===== config.mk =====
export PLATFORM = sky130hd
export DESIGN_NAME = ocmp_channel
export DESIGN_NICKNAME = d
export VERILOG_FILES = /design/src/rtl/ocmp_pkg.sv /design/src/rtl/ocmp_channel.sv /design/src/rtl/ocmp_tick.sv /design/src/rtl/ocmp_timer.sv
export VERILOG_INCLUDE_DIRS = /design/src /design/src/rtl
export SDC_FILE = /design/constraint.sdc
export NUM_CORES = 1
export LEC_CHECK = 0
export BUFFER_PORTS_ARGS = -buffer_cell sky130_fd_sc_hd__buf_2
export CAP_MARGIN = 20
export CELL_PAD_IN_SITES_DETAIL_PLACEMENT = 1
export CELL_PAD_IN_SITES_GLOBAL_PLACEMENT = 1
export CORE_ASPECT_RATIO = 1.25
export CORE_MARGIN = 5
export CORE_UTILIZATION = 43
export CTS_CLUSTER_DIAMETER = 40
export DETAILED_ROUTE_END_ITERATION = 7
export GPL_TIMING_DRIVEN = 1
export PLACE_DENSITY_LB_ADDON = 0.1
export SLEW_MARGIN = 20
export SYNTH_ARGS = -nofsm -noshare
export SYNTH_HDL_FRONTEND = slang
export SYNTH_HIERARCHICAL = 1
export SYNTH_SLANG_ARGS = --single-unit
export TNS_END_PERCENT = 50

===== constraint.sdc =====
create_clock -name clk_sys -period 2.2 [get_ports clk_sys]
set_clock_uncertainty 0.15 [all_clocks]
set_input_delay 0.11 -clock clk_sys [delete_from_list [all_inputs] [get_ports clk_sys]]
set_output_delay 0.11 -clock clk_sys [all_outputs]
set_load 0.005 [all_outputs]

===== src/rtl/ocmp_defines.svh =====
`ifndef OCMP_DEFINES_SVH
`define OCMP_DEFINES_SVH
// Register word addresses
`define OCMP_ADDR_CTRL 4'h0
`define OCMP_ADDR_PRI 4'h1
`define OCMP_ADDR_SEC 4'h2
`define OCMP_ADDR_PER0 4'h3
`define OCMP_ADDR_PER1 4'h4
`define OCMP_ADDR_TCTL 4'h5
`define OCMP_ADDR_STAT 4'h6
`define OCMP_ADDR_CNT0 4'h7
`define OCMP_ADDR_CNT1 4'h8
// Control word fields
`define OCMP_MODE_LSB 0
`define OCMP_TSEL_BIT 3
`define OCMP_IE_BIT 4
// Timer control fields
`define OCMP_RUN0_BIT 0
`define OCMP_RUN1_BIT 1
`define OCMP_CLR0_BIT 2
`define OCMP_CLR1_BIT 3
// Status fields
`define OCMP_FLAG_BIT 0
`define OCMP_PIN_BIT 1
// Reset values
`define OCMP_RST_WORD 16'h0000
`define OCMP_RST_PER 16'hFFFF
// Instruction clock: 10 ns system clock, 40 ns instruction period
`define OCMP_TCY_NS 40
`define OCMP_CLK_NS 10
`define OCMP_TCY_DIV (`OCMP_TCY_NS / `OCMP_CLK_NS)
// Flag lag after the output edge, instruction clocks
`define OCMP_FLAG_LAG 2
`endif


===== src/rtl/ocmp_pkg.sv =====
package ocmp_pkg;
  // Compare mode field codes
  typedef enum logic [2:0] {
    OCMP_OFF = 3'h0,
    OCMP_HIGH = 3'h1,
    OCMP_LOW = 3'h2,
    OCMP_TOGGLE = 3'h3,
    OCMP_SINGLE = 3'h4,
    OCMP_CONT = 3'h5,
    OCMP_PWM = 3'h6,
    OCMP_PWMF = 3'h7
  } ocmp_mode_t;
  // Avalon-MM request group
  typedef struct packed {
    logic read;
    logic write;
    logic [3:0] address;
    logic [31:0] writedata;
  } ocmp_req_t;
  // Avalon-MM answer group
  typedef struct packed {
    logic [31:0] readdata;
    logic waitrequest;
  } ocmp_rsp_t;
endpackage


===== src/rtl/ocmp_channel.sv =====
// Our own choices: the register addresses and register access over Avalon-MM.
`timescale 1ns/1ps
`include "ocmp_defines.svh"
module ocmp_channel (
  // Clock and reset
  input wire logic clk_sys,
  input wire logic reset_n,
  // Avalon-MM slave
  input wire ocmp_pkg::ocmp_req_t avs_req,
  output ocmp_pkg::ocmp_rsp_t avs_rsp,
  // Pin and interrupt
  output logic compare_output_pin,
  output logic channel_irq
);
  import ocmp_pkg::*;

  // ****************************************************
  // Instruction clock and time bases
  // ****************************************************
  logic tick; // Instruction clock enable
  logic [15:0] time_base_period [2]; // Period per timer
  logic [15:0] time_base_count [2]; // Count per timer
  logic [1:0] timer_run_bit; // Run bit per timer
  logic [1:0] timer_clear; // Clear pulse per timer

  ocmp_tick u_tick (
    .clk_sys(clk_sys),
    .reset_n(reset_n),
    .tick(tick)
  );

  // One time base per timer
  for (genvar g = 0; g < 2; g++)
  begin : g_tb
    ocmp_timer u_timer (
      .clk_sys(clk_sys),
      .reset_n(reset_n),
      .tick(tick),
      .run(timer_run_bit[g]),
      .clear(timer_clear[g]),
      .period(time_base_period[g]),
      .count(time_base_count[g])
    );
  end

  // ****************************************************
  // Registers
  // ****************************************************
  ocmp_mode_t compare_mode_field; // Mode field
  logic time_base_select; // Timer select
  logic channel_irq_enable; // Interrupt enable
  logic [15:0] primary_compare_value; // Rising edge value
  logic [15:0] secondary_compare_value; // Falling edge value
  logic channel_irq_flag; // Sticky event flag
  logic mode_wr; // Control word written this cycle
  logic flag_clr; // Software flag clear
  logic [31:0] next_readdata;
  logic next_waitrequest;

  // Register write accepted at the given address
  function automatic logic is_wr(input ocmp_req_t r, input logic [3:0] a);
    return r.write && avs_rsp.waitrequest == 1'b0 && r.address == a;
  endfunction

  // Bus answer: one wait cycle, then accept
  always_comb
  begin
    next_waitrequest = 1'b1;
    next_readdata = avs_rsp.readdata;
    if ((avs_req.read || avs_req.write) && avs_rsp.waitrequest)
    begin
      next_waitrequest = 1'b0;
      unique case (avs_req.address)
        `OCMP_ADDR_CTRL: next_readdata = {27'h0, channel_irq_enable, time_base_select,
                                          compare_mode_field};
        `OCMP_ADDR_PRI: next_readdata = {16'h0, primary_compare_value};
        `OCMP_ADDR_SEC: next_readdata = {16'h0, secondary_compare_value};
        `OCMP_ADDR_PER0: next_readdata = {16'h0, time_base_period[0]};
        `OCMP_ADDR_PER1: next_readdata = {16'h0, time_base_period[1]};
        `OCMP_ADDR_TCTL: next_readdata = {30'h0, timer_run_bit};
        `OCMP_ADDR_STAT: next_readdata = {30'h0, compare_output_pin, channel_irq_flag};
        `OCMP_ADDR_CNT0: next_readdata = {16'h0, time_base_count[0]};
        `OCMP_ADDR_CNT1: next_readdata = {16'h0, time_base_count[1]};
        default: next_readdata = 32'h00000000; // Unmapped reads zero
      endcase
    end
  end

  assign mode_wr = is_wr(avs_req, `OCMP_ADDR_CTRL);
  assign flag_clr = is_wr(avs_req, `OCMP_ADDR_STAT) && avs_req.writedata[`OCMP_FLAG_BIT];
  assign timer_clear[0] = is_wr(avs_req, `OCMP_ADDR_TCTL) && avs_req.writedata[`OCMP_CLR0_BIT];
  assign timer_clear[1] = is_wr(avs_req, `OCMP_ADDR_TCTL) && avs_req.writedata[`OCMP_CLR1_BIT];

  // Register file storage
  always_ff @(posedge clk_sys or negedge reset_n)
  begin
    if (!reset_n)
    begin
      avs_rsp <= '{readdata: 32'h00000000, waitrequest: 1'b1};
      compare_mode_field <= OCMP_OFF;
      time_base_select <= 1'b0; // First timer by default
      channel_irq_enable <= 1'b0;
      primary_compare_value <= `OCMP_RST_WORD;
      secondary_compare_value <= `OCMP_RST_WORD;
      time_base_period[0] <= `OCMP_RST_PER;
      time_base_period[1] <= `OCMP_RST_PER;
      timer_run_bit <= 2'h0;
    end
    else
    begin
      avs_rsp <= '{readdata: next_readdata, waitrequest: next_waitrequest};
      if (mode_wr)
      begin
        compare_mode_field <= ocmp_mode_t'(avs_req.writedata[2:0]);
        time_base_select <= avs_req.writedata[`OCMP_TSEL_BIT];
        channel_irq_enable <= avs_req.writedata[`OCMP_IE_BIT];
      end
      if (is_wr(avs_req, `OCMP_ADDR_PRI))
        primary_compare_value <= avs_req.writedata[15:0];
      if (is_wr(avs_req, `OCMP_ADDR_SEC))
        secondary_compare_value <= avs_req.writedata[15:0];
      if (is_wr(avs_req, `OCMP_ADDR_PER0))
        time_base_period[0] <= avs_req.writedata[15:0];
      if (is_wr(avs_req, `OCMP_ADDR_PER1))
        time_base_period[1] <= avs_req.writedata[15:0];
      if (is_wr(avs_req, `OCMP_ADDR_TCTL))
        timer_run_bit <= avs_req.writedata[1:0];
    end
  end

  // ****************************************************
  // Compare engine
  // ****************************************************
  logic [15:0] sel_count; // Compared count
  logic sel_run; // Compared timer runs
  logic pri_match; // Primary equality
  logic sec_match; // Secondary equality
  logic pend_set; // Output goes high next tick
  logic pend_clr; // Output goes low next tick
  logic pend_tog; // Output inverts next tick
  logic done; // Single pulse finished
  logic [1:0] lag; // Flag delay shift, one bit per tick
  logic next_pin, next_pend_set, next_pend_clr, next_pend_tog, next_done;
  logic [1:0] next_lag;
  logic next_flag, next_irq;
  logic edge_ev; // Flag-worthy output edge this tick

  // Select timer
  assign sel_count = time_base_select ? time_base_count[1] : time_base_count[0];
  assign sel_run = time_base_select ? timer_run_bit[1] : timer_run_bit[0];
  // Exact match sampled on the instruction clock
  assign pri_match = tick && sel_run && (sel_count == primary_compare_value);
  // Secondary never matches while it exceeds the period
  assign sec_match = tick && sel_run && (sel_count == secondary_compare_value);

  // Next output state
  always_comb
  begin
    next_pin = compare_output_pin;
    next_pend_set = pend_set;
    next_pend_clr = pend_clr;
    next_pend_tog = pend_tog;
    next_done = done;
    next_lag = lag;
    edge_ev = 1'b0;
    // Apply matches pending from the last tick
    if (tick)
    begin
      if (pend_tog)
      begin
        next_pin = !compare_output_pin;
        edge_ev = 1'b1;
      end
      else if (pend_set)
        next_pin = 1'b1;
      else if (pend_clr)
      begin
        next_pin = 1'b0;
        edge_ev = (compare_mode_field != OCMP_LOW);
      end
      if (pend_set && compare_mode_field != OCMP_HIGH && compare_mode_field != OCMP_TOGGLE)
        edge_ev = 1'b0;
      if (pend_set && compare_mode_field == OCMP_HIGH)
        edge_ev = 1'b1;
      if (pend_clr && compare_mode_field == OCMP_LOW)
        edge_ev = 1'b1;
      next_pend_set = 1'b0;
      next_pend_clr = 1'b0;
      next_pend_tog = 1'b0;
      next_lag = {lag[0], edge_ev};
    end
    // Capture matches for the next tick
    unique case (compare_mode_field)
      OCMP_HIGH: if (pri_match) next_pend_set = 1'b1;
      OCMP_LOW: if (pri_match) next_pend_clr = 1'b1;
      OCMP_TOGGLE: if (pri_match) next_pend_tog = 1'b1;
      OCMP_SINGLE, OCMP_CONT:
      begin
        if (sec_match && (compare_output_pin || pend_set))
          next_pend_clr = 1'b1;
        else if (pri_match && !done)
          next_pend_set = 1'b1;
        if (tick && pend_clr && compare_mode_field == OCMP_SINGLE)
          next_done = 1'b1; // Stay low after the pulse
      end
      default: ;
    endcase
    // Mode write overrides pending work
    if (mode_wr)
    begin
      next_pend_set = 1'b0;
      next_pend_clr = 1'b0;
      next_pend_tog = 1'b0;
      next_done = 1'b0; // Re-arm
      unique case (ocmp_mode_t'(avs_req.writedata[2:0]))
        OCMP_OFF: next_pin = 1'b0;
        OCMP_HIGH: next_pin = 1'b0;
        OCMP_LOW: next_pin = 1'b1;
        OCMP_TOGGLE: next_pin = compare_output_pin; // Keep prior level
        OCMP_SINGLE, OCMP_CONT: next_pin = 1'b0;
        default: next_pin = 1'b0;
      endcase
    end
    // Flag: hardware set wins over software clear
    next_flag = (channel_irq_flag && !flag_clr) || (tick && lag[1]);
    next_irq = next_flag && channel_irq_enable;
  end

  // Register output state
  always_ff @(posedge clk_sys or negedge reset_n)
  begin
    if (!reset_n)
    begin
      compare_output_pin <= 1'b0;
      pend_set <= 1'b0;
      pend_clr <= 1'b0;
      pend_tog <= 1'b0;
      done <= 1'b0;
      lag <= 2'h0;
      channel_irq_flag <= 1'b0;
      channel_irq <= 1'b0;
    end
    else
    begin
      compare_output_pin <= next_pin;
      pend_set <= next_pend_set;
      pend_clr <= next_pend_clr;
      pend_tog <= next_pend_tog;
      done <= next_done;
      lag <= next_lag;
      channel_irq_flag <= next_flag;
      channel_irq <= next_irq;
    end
  end
endmodule


===== src/rtl/ocmp_tick.sv =====
`timescale 1ns/1ps
`include "ocmp_defines.svh"
// ****************************************************
// Instruction clock enable divider
// ****************************************************
module ocmp_tick #(
  parameter int DIV = `OCMP_TCY_DIV
) (
  // Clock and reset
  input wire logic clk_sys,
  input wire logic reset_n,
  // Enable pulse
  output logic tick
);
  logic [7:0] cnt; // Divider count
  logic [7:0] next_cnt;
  logic next_tick;
  // Next divider state
  always_comb
  begin
    next_tick = (cnt == 8'(DIV - 1));
    next_cnt = next_tick ? 8'h00 : cnt + 8'h01;
  end
  // Register divider
  always_ff @(posedge clk_sys or negedge reset_n)
  begin
    if (!reset_n)
    begin
      cnt <= 8'h00;
      tick <= 1'b0;
    end
    else
    begin
      cnt <= next_cnt;
      tick <= next_tick;
    end
  end
endmodule


===== src/rtl/ocmp_timer.sv =====
`timescale 1ns/1ps
`include "ocmp_defines.svh"
// ****************************************************
// 16-bit up-counting time base
// ****************************************************
module ocmp_timer #(
  parameter int W = 16
) (
  // Clock and reset
  input wire logic clk_sys,
  input wire logic reset_n,
  // Control
  input wire logic tick,
  input wire logic run,
  input wire logic clear,
  input wire logic [W-1:0] period,
  // Count
  output logic [W-1:0] count
);
  logic [W-1:0] next_count;
  // Count to period, then zero on the next instruction clock
  always_comb
  begin
    next_count = count;
    if (clear)
      next_count = '0;
    else if (tick && run)
      next_count = (count == period) ? '0 : count + W'(1);
  end
  // Register count
  always_ff @(posedge clk_sys or negedge reset_n)
  begin
    if (!reset_n)
      count <= '0;
    else
      count <= next_count;
  end
endmodule

==> impl_metrics.env <==
export IMPL_synth_top_flop_cell="sky130_fd_sc_hd__dfrtp_1"
export IMPL_period_share_pct=106
export IMPL_initial_utilization_pct=43.4
export IMPL_multiInputGateArea_um2=4250
export IMPL_power_clock_fraction_pct=35.4
export IMPL_synth_cells=732
export IMPL_async_s_r_ff_share_synth_pct=100
export IMPL_yosysSeqAreaShare_pct=44.7
export IMPL_die_area_um2=21000
export IMPL_power_net_switching_mw=2.65
export IMPL_synth_compound_area_share_pct=15.2
export IMPL_dominant_combinational_cell_family_by_area_after_synthesis="compound AO/OA/AOI/OAI gates"
export IMPL_met2RoutedLength_um=13500
export IMPL_io_buffer_count=42
export IMPL_crit_chain="clkbuf_16 -> mux2i_1 -> xnor2_1 -> nor3_1 -> nand4_1 -> o2111ai_2 -> a21boi_1"
export IMPL_startpoint_type="flop"
export IMPL_vdd_ir_drop_worst_mv=0.620
export IMPL_yosysWarnings=6
export IMPL_hold_viol_final=0
export IMPL_critical_path_rt_ns=2.36
export IMPL_design_power_total_mw=8.63
export IMPL_drt_pass1_iter_count=7
export IMPL_die_w_um=131
export IMPL_max_slew_worst_pin_slew_ns=0.567
export IMPL_violations="setup timing"
export IMPL_finalWorstSetupSlack_ns=-0.130
export IMPL_ys_seq_elements=138
export IMPL_cts_max_level=4
export IMPL_grt_start_max_net_pins=53
export IMPL_setup_worst_path_end_class="flop"
export IMPL_worstPathArrival_ns=2.49
export IMPL_synthesis_area_per_instance_um2=10.7
export IMPL_yosys_area_share_adder_pct=0.480
export IMPL_syn_cell_area_um2=7820
export IMPL_fill_cells=1984
export IMPL_layout_nets=914
export IMPL_tritoncts_num_buffers=17
export IMPL_worst_setup_hold_path_clk_slew_ns=0.06
export IMPL_synthToLayoutAreaGrowth_pct=26.3
export IMPL_dp_hpwl_um=18400
export IMPL_seqPwrFrac_pct=40.4
export IMPL_p_comb_share_pct=24.2
export IMPL_power_per_cell_area_nw_per_um2=874
export IMPL_metal1_wirelength_um=10700
export IMPL_simple_gate_portion_of_the_synthesized_area_pct=14.4
export IMPL_worst_setup_path_type="flop to flop"
export IMPL_rsz0062_at_grt="true"
export IMPL_top_layer="met4"
export IMPL_routed_wl_um=25900
export IMPL_core_rowCount=55
export IMPL_worst_slew_margin_rel_pct=62.2
export IMPL_gp_congestion=0.883
export IMPL_final_layout_size_suffix_gt1_share_pct=36.8
export IMPL_internal_power_mw=5.98
export IMPL_first_global_vias=7115
export IMPL_maxCapViolations=0
export IMPL_antenna_found_initial=1
export IMPL_swShare_pct=30.7
export IMPL_hold_class="input port to flop"
export IMPL_grt_overflow=0
export IMPL_maxClockFrequency_ghz=0.429
export IMPL_post_synth_xor_area_fraction_pct=7.92
export IMPL_number_of_synthesized_flops_with_an_enable_pin=0
export IMPL_wire_per_inst_um=23.3
export IMPL_viasPerCell=5.91
export IMPL_final_max_slew_viol_count=0
export IMPL_drt_first_iter_violations=406
export IMPL_worst_path_max_delay_cell="sky130_fd_sc_hd__dfrtp_2"
export IMPL_static_leakage_power_nw=4.33
export IMPL_clock_root_buffer="sky130_fd_sc_hd__clkbuf_16"
export IMPL_worst_skew_pair_late_latency_ns=0.43
export IMPL_ant_nets=0
export IMPL_clock_tree_buffer_depth=2
export IMPL_first_pass_grt_wire_length_um=39900
export IMPL_finalCriticalPeriod_ns=2.33
export IMPL_die_height_um=161
export IMPL_dr_wl_met3_um=1010
export IMPL_status="finished with violations"
export IMPL_placement_setup_worst_slack_ns=-0.0860
export IMPL_synth_area_mux_share_pct=13.2
export IMPL_clock_sinks=138
export IMPL_setup_violations_final=3
export IMPL_io_pin_count=75
export IMPL_vias=6581
export IMPL_crit_path_max_incr_delay_ns=0.45
export IMPL_largest_driver_fanout_on_the_critical_path=9
export IMPL_synth_cell_type_count=70
export IMPL_core_area_um2=18000
export IMPL_cts_tree="done"
export IMPL_route_detailed_drc=0
export IMPL_global_route_usage_total_pct=24.7
export IMPL_sequential_cell_area_um2=3500
[through the flow]
stage	area [µm²]	std cells	util [%]	TNS [ns]	hold slack (ns)
after detailed placement	8790	1055	48.8	-0.225	-0.0422
after floorplan	7880	747	-	-0.0915	-0.336
final	9870	1113	54.7	-0.267	0.0187
after global placement	8790	1055	48.8	0	-0.0506
after global routing	9870	1113	54.7	-0.719	0.0348
after CTS	9660	1107	53.6	-0.116	0.0163
[critical path: cells and delay by family (launching register included)]
kind / cells / cell delay (ns)
multiplexers: 1 / 0.30
flip-flops: 1 / 0.45
AO/OA/AOI/OAI: 2 / 0.37
XOR/XNOR: 1 / 0.10
AND/OR/NAND/NOR: 2 / 0.63
buffers and inverters: 1 / 0.22
[logic make-up (layout without fill, tap and decap cells)]
logic type | count (synthesis) | in the layout
other | 1 | 17
AO/OA/AOI/OAI | 166 | 166
AND/OR/NAND/NOR | 206 | 206
flip-flops | 138 | 138
XOR/XNOR | 69 | 69
adder cells (fa/ha/maj) | 3 | 3
multiplexers | 92 | 92
buffers and inverters | 57 | 194
[synthesized netlist by cell type, types with 13 or more instances]
cell	n	area share [%]
sky130_fd_sc_hd__dfrtp_1	105	34
sky130_fd_sc_hd__dfstp_2	33	11
sky130_fd_sc_hd__nand4_1	15	1.2
sky130_fd_sc_hd__a31oi_1	18	1.4
sky130_fd_sc_hd__nor3_1	17	1.1
sky130_fd_sc_hd__buf_4	18	1.7
sky130_fd_sc_hd__a22oi_1	28	2.7
sky130_fd_sc_hd__mux2_2	68	9.8
sky130_fd_sc_hd__buf_2	13	0.83
sky130_fd_sc_hd__a21oi_1	15	0.96
sky130_fd_sc_hd__nand3_1	16	1.0
sky130_fd_sc_hd__mux2i_1	19	2.4
sky130_fd_sc_hd__nand2_1	66	3.2
sky130_fd_sc_hd__xnor2_1	67	7.5
sky130_fd_sc_hd__clkbuf_1	15	0.72
sky130_fd_sc_hd__nor2_1	25	1.2
sky130_fd_sc_hd__o21ai_0	27	1.7
[registers in the layout, indices dropped and copies added (netlist names)]
register                 count
time_base_period            32
compare_mode_field           3
u_tick/cnt                   8
compare_output_pin           1
lag                          2
secondary_compare_value     16
pend_tog                     1
time_base_select             1
timer_run_bit                2
channel_irq                  1
primary_compare_value       16
pend_set                     1
pend_clr                     1
g_tb.u_timer/count          32
avs_rsp                     17
channel_irq_flag             1
channel_irq_enable           1
u_tick/tick                  1
done                         1
[power groups by stage]
stage	sequential (mW)	clock, mW	combinational [mW]
final	3.49	3.06	2.08
after global routing	3.53	3.20	2.25
after global placement	3.45	0	1.85
after CTS	3.45	3.09	1.99
after detailed placement	3.48	0	1.91
after floorplan	3.40	0	1.19
[area by class of cell]
type | count | area share, %
Clock inverter | 11 | 1.45
Timing Repair Buffer | 153 | 11.9
Sequential cell | 138 | 35.5
Tap cell | 228 | 2.89
Antenna cell | 1 | 0.0254
Multi-Input combinational cell | 552 | 43.0
Clock buffer | 21 | 4.87
Inverter | 9 | 0.368
[final timing paths]
check | start | endpoint | slack (ns) | cells after the start
max in group asynchronous | reset_n | time_base_period[7] | 1.14 | 3
max reg2reg | time_base_select | pend_set | -0.13 | 7
min reg2reg | avs_rsp[13] | avs_rsp[13] | 0.33 | 2
min in group asynchronous | reset_n | lag[1] | 0.05 | 2
min | avs_req[2] | time_base_period[2] | 0.02 | 4
max | time_base_select | pend_set | -0.13 | 7
[metal layers]
layer  vias to the layer above  global-route usage [%]
met5                         -                       0
met4                         0                    8.51
met3                        40                    3.66
met2                       150                    42.6
met1                      3439                    31.2
li1                       2952                       -
[cells in the final DEF (no fill, tap or decap), types with 5 or more instances in the layout]
master,instances
sky130_fd_sc_hd__nor4_1,5
sky130_fd_sc_hd__nand3_1,16
sky130_fd_sc_hd__mux2i_2,5
sky130_fd_sc_hd__nand2b_1,9
sky130_fd_sc_hd__nor3_2,5
sky130_fd_sc_hd__a21o_1,11
sky130_fd_sc_hd__a221oi_1,12
sky130_fd_sc_hd__conb_1,16
sky130_fd_sc_hd__o21a_1,5
sky130_fd_sc_hd__mux2_2,68
sky130_fd_sc_hd__o21ai_0,27
sky130_fd_sc_hd__or3_1,5
sky130_fd_sc_hd__mux2i_4,6
sky130_fd_sc_hd__xnor2_2,9
sky130_fd_sc_hd__dfrtp_1,101
sky130_fd_sc_hd__dlygate4sd3_1,18
sky130_fd_sc_hd__and3_1,12
sky130_fd_sc_hd__o21ai_1,12
sky130_fd_sc_hd__a21oi_1,14
sky130_fd_sc_hd__nand4_1,15
sky130_fd_sc_hd__nor2_1,24
sky130_fd_sc_hd__a22oi_1,28
sky130_fd_sc_hd__xnor2_1,60
sky130_fd_sc_hd__mux2i_1,12
sky130_fd_sc_hd__nor3_1,13
sky130_fd_sc_hd__buf_2,41
sky130_fd_sc_hd__inv_1,8
sky130_fd_sc_hd__a31oi_1,15
sky130_fd_sc_hd__nor2b_1,6
sky130_fd_sc_hd__nand2_1,65
sky130_fd_sc_hd__a22o_1,11
sky130_fd_sc_hd__buf_4,85
sky130_fd_sc_hd__dfstp_2,33
sky130_fd_sc_hd__clkbuf_16,18
[what timing repair did]
action	4_1_cts	5_1_grt
endpoints found under the setup margin	7	24
hold buffers	18	0
setup buffers	2	3
cloned	0	2
pin swaps	2	9
gates resized for setup	9	32
endpoints found under the hold margin	181	0
Note: power is estimated with default switching activity, not from simulation.
